File: config.mk
export PLATFORM = sky130hd
export DESIGN_NAME = pio_ports
export DESIGN_NICKNAME = d
export VERILOG_FILES = /design/src/pio_pkg.sv /design/src/pio_ports.sv /design/src/pio_pin_sync.sv
export VERILOG_INCLUDE_DIRS = /design/src
export SDC_FILE = /design/constraint.sdc
export NUM_CORES = 1
export LEC_CHECK = 0
export BUFFER_PORTS_ARGS = -buffer_cell sky130_fd_sc_hd__buf_2
export CAP_MARGIN = 20
export CORE_ASPECT_RATIO = 1.4
export CORE_UTILIZATION = 55
export DETAILED_ROUTE_END_ITERATION = 8
export GPL_TIMING_DRIVEN = 0
export PLACE_DENSITY = 0.77
export SLEW_MARGIN = 10
export SYNTH_ARGS = -nofsm -noshare
export SYNTH_HDL_FRONTEND = slang
export SYNTH_HIERARCHICAL = 1
export SYNTH_SLANG_ARGS = --single-unit
File: constraint.sdc
create_clock -name i_clock -period 2.4 [get_ports i_clock]
set_input_delay 0.72 -clock i_clock [delete_from_list [all_inputs] [get_ports i_clock]]
set_output_delay 0.72 -clock i_clock [all_outputs]
set_load 0.005 [all_outputs]
File: src/pio_regs.svh
// Purpose: Register offsets, reset values and field sizes of the parallel ports
// Assumes: Data-memory file addresses are 5 bits wide
// Notes:   Definitions only
`ifndef PIO_REGS_SVH
`define PIO_REGS_SVH

`define PIO_ADDR_W        5
`define PIO_FIRST_ADDR    5'h05
`define PIO_SECOND_ADDR   5'h06
`define PIO_THIRD_ADDR    5'h07
`define PIO_FIRST_W       4
`define PIO_DIR_RESET     8'hff
`define PIO_LATCH_PORRST  8'h00
`define PIO_SYNC_STAGES   3
`define PIO_PIN_COUNT     20

`endif

File: src/pio_pkg.sv
// Purpose: Types shared by the parallel port files
// Assumes: Nothing
// Notes:   Constants live in pio_regs.svh
package pio_pkg;
  typedef enum logic [1:0] {
    PIO_SEL_FIRST,
    PIO_SEL_SECOND,
    PIO_SEL_THIRD,
    PIO_SEL_NONE
  } pio_sel_t;
endpackage : pio_pkg

File: src/pio_ports.sv
// Purpose: Three parallel I/O ports with write-only direction registers
// Assumes: Core presents file address, read/write strobes and the working register
// Notes:   Read data is registered, valid the cycle after the read strobe
`timescale 1ns/1ps
`include "pio_regs.svh"
module pio_ports #(
  parameter bit HAS_THIRD = 1'b1
) (
  // Clock, enable, resets
  input  wire logic                    i_clock,
  input  wire logic                    i_sys_rst,
  input  wire logic                    i_clk_en,
  input  wire logic                    i_por,
  // Core file access
  input  wire logic [`PIO_ADDR_W-1:0]  i_addr,
  input  wire logic                    i_rd,
  input  wire logic                    i_wr,
  input  wire logic [7:0]              i_wdata,
  output logic      [7:0]              o_rdata,
  // Direction-load instruction
  input  wire logic                    i_dir_load,
  input  wire logic [7:0]              i_work,
  // First port pins
  input  wire logic [`PIO_FIRST_W-1:0] i_first_port_pins,
  output logic      [`PIO_FIRST_W-1:0] o_first_port_pins,
  output logic      [`PIO_FIRST_W-1:0] o_first_port_oe_n,
  // Second port pins
  input  wire logic [7:0]              i_second_port_pins,
  output logic      [7:0]              o_second_port_pins,
  output logic      [7:0]              o_second_port_oe_n,
  // Third port pins
  input  wire logic [7:0]              i_third_port_pins,
  output logic      [7:0]              o_third_port_pins,
  output logic      [7:0]              o_third_port_oe_n
);
  import pio_pkg::*;

  // ----------------------------------------------------------------
  // Address decode
  // ----------------------------------------------------------------
  function automatic pio_sel_t pio_decode(input logic [`PIO_ADDR_W-1:0] a);
    case (a)
      `PIO_FIRST_ADDR:  pio_decode = PIO_SEL_FIRST;
      `PIO_SECOND_ADDR: pio_decode = PIO_SEL_SECOND;
      `PIO_THIRD_ADDR:  pio_decode = PIO_SEL_THIRD;
      default:          pio_decode = PIO_SEL_NONE;
    endcase
  endfunction : pio_decode

  pio_sel_t wsel, rsel;
  assign wsel = pio_decode(i_addr);
  assign rsel = pio_decode(i_addr);

  // ----------------------------------------------------------------
  // Pin synchronisers
  // ----------------------------------------------------------------
  // All twenty pins share one synchroniser; the level reaches the read
  // path some four cycles after the pin moves, so slow edges are safe
  logic [`PIO_PIN_COUNT-1:0] pins_raw;
  logic [`PIO_PIN_COUNT-1:0] pins_lvl;
  assign pins_raw = {i_third_port_pins, i_second_port_pins, i_first_port_pins};

  pio_pin_sync #(.WIDTH(`PIO_PIN_COUNT)) u_sync (
    .i_clock   (i_clock),
    .i_sys_rst (i_sys_rst),
    .i_clk_en  (i_clk_en),
    .i_pins    (pins_raw),
    .o_level   (pins_lvl)
  );

  // ----------------------------------------------------------------
  // Latches, direction registers, read data
  // ----------------------------------------------------------------
  logic [`PIO_FIRST_W-1:0] first_lat_reg, first_lat_next;
  logic [7:0]              second_lat_reg, second_lat_next;
  logic [7:0]              third_lat_reg, third_lat_next;
  logic [`PIO_FIRST_W-1:0] first_dir_reg, first_dir_next;
  logic [7:0]              second_dir_reg, second_dir_next;
  logic [7:0]              third_dir_reg, third_dir_next;
  logic [7:0]              rdata_reg, rdata_next;

  always_comb begin
    first_lat_next  = first_lat_reg;
    second_lat_next = second_lat_reg;
    third_lat_next  = third_lat_reg;
    first_dir_next  = first_dir_reg;
    second_dir_next = second_dir_reg;
    third_dir_next  = third_dir_reg;
    rdata_next      = rdata_reg;
    if (i_wr) begin
      case (wsel)
        PIO_SEL_FIRST:  first_lat_next  = i_wdata[`PIO_FIRST_W-1:0];
        PIO_SEL_SECOND: second_lat_next = i_wdata;
        PIO_SEL_THIRD:  third_lat_next  = i_wdata;
        default: ;
      endcase
    end
    // Only the direction-load instruction reaches direction bits
    if (i_dir_load) begin
      case (wsel)
        PIO_SEL_FIRST:  first_dir_next  = i_work[`PIO_FIRST_W-1:0];
        PIO_SEL_SECOND: second_dir_next = i_work;
        PIO_SEL_THIRD:  third_dir_next  = i_work;
        default: ;
      endcase
    end
    if (i_rd) begin
      case (rsel)
        PIO_SEL_FIRST:  rdata_next = {4'h0, pins_lvl[3:0]};
        PIO_SEL_SECOND: rdata_next = pins_lvl[11:4];
        PIO_SEL_THIRD:  rdata_next = HAS_THIRD ? pins_lvl[19:12]
                                               : third_lat_reg;
        default:        rdata_next = 8'h00;
      endcase
    end
  end

  always_ff @(posedge i_clock) begin
    if (i_sys_rst) begin
      first_dir_reg  <= `PIO_FIRST_W'(`PIO_DIR_RESET);
      second_dir_reg <= `PIO_DIR_RESET;
      third_dir_reg  <= `PIO_DIR_RESET;
      rdata_reg      <= 8'h00;
      // Latches are kept over master clear and watchdog resets
      if (i_por) begin
        first_lat_reg  <= `PIO_FIRST_W'(`PIO_LATCH_PORRST);
        second_lat_reg <= `PIO_LATCH_PORRST;
        third_lat_reg  <= `PIO_LATCH_PORRST;
      end
    end else if (i_clk_en) begin
      first_lat_reg  <= first_lat_next;
      second_lat_reg <= second_lat_next;
      third_lat_reg  <= third_lat_next;
      first_dir_reg  <= first_dir_next;
      second_dir_reg <= second_dir_next;
      third_dir_reg  <= third_dir_next;
      rdata_reg      <= rdata_next;
    end
  end

  // ----------------------------------------------------------------
  // Pin drivers
  // ----------------------------------------------------------------
  assign o_rdata            = rdata_reg;
  assign o_first_port_pins  = first_lat_reg;
  assign o_first_port_oe_n  = first_dir_reg;
  assign o_second_port_pins = second_lat_reg;
  assign o_second_port_oe_n = second_dir_reg;
  assign o_third_port_pins  = HAS_THIRD ? third_lat_reg : 8'h00;
  assign o_third_port_oe_n  = HAS_THIRD ? third_dir_reg : 8'hff;

  // ----------------------------------------------------------------
  // Checks
  // ----------------------------------------------------------------
  chk_dir_reset: assert property (@(posedge i_clock) i_sys_rst |=>
    (o_first_port_oe_n == 4'hf) && (o_second_port_oe_n == 8'hff) && (o_third_port_oe_n == 8'hff))
    else $error("direction not set by reset");
  chk_rdata_reset: assert property (@(posedge i_clock) i_sys_rst |=>
    o_rdata == 8'h00)
    else $error("read data not cleared by reset");
  chk_first_read: assert property (@(posedge i_clock) disable iff (i_sys_rst)
    i_clk_en && i_rd && i_addr == `PIO_FIRST_ADDR |=> o_rdata[3:0] == $past(pins_lvl[3:0]))
    else $error("first port read not pin level");
  chk_third_read: assert property (@(posedge i_clock) disable iff (i_sys_rst)
    i_clk_en && i_rd && i_addr == `PIO_THIRD_ADDR |=>
    o_rdata == (HAS_THIRD ? $past(pins_lvl[19:12]) : $past(third_lat_reg)))
    else $error("third location read wrong");
  chk_unmapped_zero: assert property (@(posedge i_clock) disable iff (i_sys_rst)
    i_clk_en && i_rd && (i_addr < `PIO_FIRST_ADDR || i_addr > `PIO_THIRD_ADDR) |=> o_rdata == 8'h00)
    else $error("unmapped read not zero");
  chk_enable_freeze: assert property (@(posedge i_clock) disable iff (i_sys_rst)
    !i_clk_en |=> $stable(o_rdata) && $stable(o_first_port_pins) && $stable(o_second_port_oe_n))
    else $error("state moved with enable low");
  chk_first_latch: assert property (@(posedge i_clock) disable iff (i_sys_rst)
    i_clk_en && i_wr && i_addr == `PIO_FIRST_ADDR |=> o_first_port_pins == $past(i_wdata[3:0]))
    else $error("first latch not written");
  chk_por_clear: assert property (@(posedge i_clock)
    i_sys_rst && i_por |=> (o_first_port_pins == 4'h0) && (o_second_port_pins == 8'h00))
    else $error("latch not cleared by power-on reset");
  chk_first_upper: assert property (@(posedge i_clock) disable iff (i_sys_rst)
    i_clk_en && i_rd && i_addr == `PIO_FIRST_ADDR |=> o_rdata[7:4] == 4'h0)
    else $error("first port upper bits not zero");
  chk_read_pins: assert property (@(posedge i_clock) disable iff (i_sys_rst)
    i_clk_en && i_rd && i_addr == `PIO_SECOND_ADDR |=> o_rdata == $past(pins_lvl[11:4]))
    else $error("second port read not pin level");
  chk_latch_write: assert property (@(posedge i_clock) disable iff (i_sys_rst)
    i_clk_en && i_wr && i_addr == `PIO_SECOND_ADDR |=> o_second_port_pins == $past(i_wdata))
    else $error("latch not written");
  chk_latch_hold: assert property (@(posedge i_clock) disable iff (i_sys_rst)
    !(i_wr && i_addr == `PIO_SECOND_ADDR) |=> $stable(o_second_port_pins))
    else $error("latch changed without write");
  chk_dir_only_load: assert property (@(posedge i_clock) disable iff (i_sys_rst)
    !i_dir_load |=> $stable(o_second_port_oe_n))
    else $error("direction changed without load");
  chk_dir_load: assert property (@(posedge i_clock) disable iff (i_sys_rst)
    i_clk_en && i_dir_load && i_addr == `PIO_FIRST_ADDR |=> o_first_port_oe_n == $past(i_work[3:0]))
    else $error("direction load wrong");
  chk_latch_keep: assert property (@(posedge i_clock)
    i_sys_rst && !i_por |=> $stable(o_second_port_pins))
    else $error("latch lost over warm reset");
endmodule : pio_ports

File: src/pio_pin_sync.sv
// Purpose: Pin input synchroniser, three flops, change taken when stages 2 and 3 agree
// Assumes: One clock, clock enable freezes state
// Notes:   Stage one is read only by stage two
`timescale 1ns/1ps
module pio_pin_sync #(
  parameter int WIDTH = 8
) (
  // Clock and reset
  input  wire logic             i_clock,
  input  wire logic             i_sys_rst,
  input  wire logic             i_clk_en,
  // Pins
  input  wire logic [WIDTH-1:0] i_pins,
  output logic      [WIDTH-1:0] o_level
);
  logic [WIDTH-1:0] s1_reg, s2_reg, s3_reg, lvl_reg;
  logic [WIDTH-1:0] s1_next, s2_next, s3_next, lvl_next;

  // Refuse a synchroniser with no bits at elaboration
  if (WIDTH < 1) begin : g_bad_width
    $error("pio_pin_sync: WIDTH must be at least 1");
  end

  always_comb begin
    s1_next  = i_pins;
    s2_next  = s1_reg;
    s3_next  = s2_reg;
    lvl_next = lvl_reg;
    for (int k = 0; k < WIDTH; k++) begin
      if (s2_reg[k] == s3_reg[k]) begin
        lvl_next[k] = s3_reg[k];
      end
    end
  end

  always_ff @(posedge i_clock) begin
    if (i_sys_rst) begin
      s1_reg  <= '0;
      s2_reg  <= '0;
      s3_reg  <= '0;
      lvl_reg <= '0;
    end else if (i_clk_en) begin
      s1_reg  <= s1_next;
      s2_reg  <= s2_next;
      s3_reg  <= s3_next;
      lvl_reg <= lvl_next;
    end
  end

  assign o_level = lvl_reg;

  // ----------------------------------------------------------------
  // Checks
  // ----------------------------------------------------------------
  chk_sync_agree: assert property (@(posedge i_clock) disable iff (i_sys_rst)
    i_clk_en && (s2_reg == s3_reg) |=> o_level == $past(s3_reg))
    else $error("synchronised level not taken on agreement");
endmodule : pio_pin_sync

==> key figures <==
Placement
  • Placed insts: 712
  • GPL Wtd Cong: 0.761
  • Pre-CTS WS: 0.0447 ns
  • Port Buffers: 92
  • Area after DPL: ~6000 µm²
  • DPL Wire Length: between 8000 and 9000 µm

Worst hold path
  • Hold EP: o_rdata[3]$_SDFFE_PP0P_
  • Hold Crit Start: o_rdata[3]$_SDFFE_PP0P_
  • Hold WC Path Type: reg2reg
  • Cell depth of the worst min-delay path: 2

Clock network
  • PostCTS Resize Cnt: 0
  • Worst-path clk slew: 0.05 ns
  • CTS sink cnt: about 130
  • Clock root buffer: clkbuf_16
  • H-tree levels: 4
  • Number of CTS-inserted buffers: 17
  • Max clock buf depth: 2
  • CTS tree: yes
  • Clock latency on the worst-skew pair: approximately 0.41 ns
  • Hold_buf cts: 0
  • Post-CTS Setup Bufs: 0

Floorplan
  • I/O pin cnt: between 90 and 100
  • Core ar.: 9560 µm²
  • Die height: around 120 µm
  • # rows: 42
  • Die width: slightly below 90 µm
  • Die area: 10400 µm²
  • Initial Utilization: approximately 57%

Timing
  • Hold Slack: 0.444 ns
  • Final setup margin: 0.477 ns
  • Setup TNS: 0 ns
  • Final hold vios: 0
  • Slew @ Worst Pin: between 0.7 and 0.8 ns
  • Fin crit share: approximately four fifths
  • Slew HR: between 50% and 60%
  • Fmax: 520 MHz
  • Post-route clock skew: around 0.0054 ns
  • RSZ-0062 raised after global routing: no
  • Final-report setup violation count: 0
  • Slew Viols, Final: 0
  • Fin crit period: ~1.9 ns

Finish
  • Design area: 6720 µm²
  • Fin nets: roughly 650
  • ANT cells: 0
  • Fraction of layout cells with a size suffix above 1: 31.9%
  • Area growth syn-to-layout: 22.4%
  • Fill cell count: approximately 730
  • Cell Count, Final, Fillers Out: 744

GRT
  • GRT Resource Usage Total: around 23%
  • Largest net degree at the start of global routing: 17
  • Number of global-route vias before repair: about 3900
  • Initial antenna violation count: 0
  • GRT overflow: 0
  • First-pass GRT wire length: around 18000 µm

Detailed routing
  • Vias: about 3800
  • Routed WL: about 11000 µm
  • Post-route ant nets: 0
  • DR iter-0 viols: ~120
  • DRC Markers: 0
  • Routed WL per cell: around 15 µm
  • DRT Pass-1 Iters: 4
  • Routed vias/inst: around 5.1

Critical path
  • Slowest stage delay, CP: around 0.43 ns
  • Worst R2R End: o_rdata[3]$_SDFFE_PP0P_
  • Worst Path Required: about 2.4 ns
  • CP max FO: 10
  • R2R cell count: 3
  • RR Startpoint: u_sync/o_level[3]$_SDFFE_PP0P_
  • Crit. End Element: flip-flop
  • Arrival @ worst endpoint: ~2.0 ns
  • Worst setup SP type: input port
  • Crit-path cells: clkbuf_1, clkbuf_1, nand2_1, o21ai_1
  • WS Path Type: in2reg
  • FF-to-FF setup slack: 1.41 ns
  • Crit path max-delay cell type: o21ai_1
  • Most common cell on crit path: clkbuf_1

Power and ir drop
  • Pleak: around 0.0028 µW
  • Worst vdd ir: roughly 0.55 mV
  • Pwr per Cell Area: 773 nW/µm²

Run status
  • Status: finished clean

Synthesis
  • Post-synth EDFFs: 20
  • Seq/Total Area, Yosys: 50.3%
  • FF+latch count, synth: ~130
  • Dominant synthesized flop cell: dfxtp_1
  • Number of library cell types mapped by synthesis: 28
  • Synthesized instance count: around 490
  • Post-Syn Nets: 536
  • Post-synth ARST share: 0%
  • Synth warn: 6
  • Ranking of synthesized cells by area: dfxtp_1 39%, mux2i_1 15%, edfxtp_1 11%
  • Top-area cell type share of the netlist area: just under 40%
  • Mapped Area: 5490 µm²
  • Avg Cell Area, Syn: between 10 and 15 µm²
  • Area leader, netlist: dfxtp_1

Job
  • Maxcap violations: 0
==> layout by cell type, fill, tap and decap left out <==
cell type,instances
nor2b_4,20
mux2i_1,84
clkinv_2,1
nand4_1,1
and2_1,1
dfxtp_1,108
nor2_1,89
nand4_4,2
buf_4,2
and4b_1,1
clkbuf_8,5
o32ai_2,20
inv_1,20
buf_6,5
o2111ai_1,1
edfxtp_1,20
clkbuf_1,8
nor2_2,1
clkbuf_16,17
nand2b_1,21
inv_4,1
nand2_1,11
nor2b_1,14
a21oi_1,21
buf_2,102
clkinvlp_4,4
bufinv_16,2
and4bb_4,1
a32oi_1,4
mux2_2,4
nand3b_1,1
and3b_1,1
o21ai_1,11
buf_8,8
==> metal layers <==
metal / vias up / global-route usage (%) / wire length [µm]
li1: 1893 / - / -
met1: 1787 / 24.7 / 4540
met2: 125 / 42.2 / 5830
met3: 15 / 6.76 / 616
met4: 0 / 8.33 / 123
met5: - / 0 / 0
==> worst max-delay path: cells and delay by family <==
kind / cells / cell delay, ns
AOI/OAI and AO/OA: 1 / 0.43
buffers and inverters: 2 / 0.64
and+or+nand+nor: 1 / 0.17
==> Yosys cell counts, types with 4 or more instances <==
| cell | count |
|---|---|
| buf_2 | 10 |
| nand2b_1 | 21 |
| nor2b_1 | 14 |
| edfxtp_1 | 20 |
| buf_8 | 8 |
| o32ai_2 | 20 |
| nor2_1 | 89 |
| mux2i_1 | 84 |
| nor2b_4 | 20 |
| nand2_1 | 11 |
| clkbuf_1 | 6 |
| buf_6 | 5 |
| dfxtp_1 | 108 |
| mux2_2 | 4 |
| inv_1 | 20 |
| a21oi_1 | 21 |
| a32oi_1 | 4 |
| o21ai_1 | 11 |
==> power by group <==
group	switching [µW]	total (µW)	internal [µW]
Combinational	184	358	174
Clock	892	2560	1660
Sequential	35.1	2280	2250
==> final cells by class <==
cell class	instances	area (µm²)	share of cell area, %
Multi-Input combinational cell	309	2390	35.5
Tap cell	132	165	2.46
Buffer	31	264	3.93
Clock buffer	24	502	7.47
Inverter	20	75.1	1.12
Clock inverter	8	101	1.51
Timing Repair Buffer	92	460	6.85
Sequential cell	128	2760	41.1
==> logic make-up (layout without fill, tap and decap cells) <==
group | after synthesis | count (layout) | synth area share, %
buf+inv | 51 | 175 | 6.18
flops | 128 | 128 | 50.3
compound gates | 57 | 57 | 9.64
simple gates | 164 | 164 | 17.7
mux | 88 | 88 | 16.1
==> worst max path at each step <==
stage	startpoint	end
finish	i_sys_rst	o_second_port_pins[1]$_DFFE_PP_
global route	i_sys_rst	o_third_port_pins[1]$_DFFE_PP_
CTS	i_sys_rst	o_second_port_pins[2]$_DFFE_PP_
detailed placement	i_sys_rst	o_second_port_pins[5]$_DFFE_PP_
global placement	i_sys_rst	o_second_port_pins[6]$_DFFE_PP_
floorplan	i_sys_rst	o_second_port_pins[0]$_DFFE_PP_
==> per-stage QoR <==
step / total power (µW) / util, %
floorplan: 2560 / -
global placement: 2670 / 63.9
detailed placement: 2680 / 63.9
CTS: 5240 / 70.3
global route: 5380 / 70.3
finish: 5190 / 70.3
Note: power is estimated with default switching activity, not from simulation.
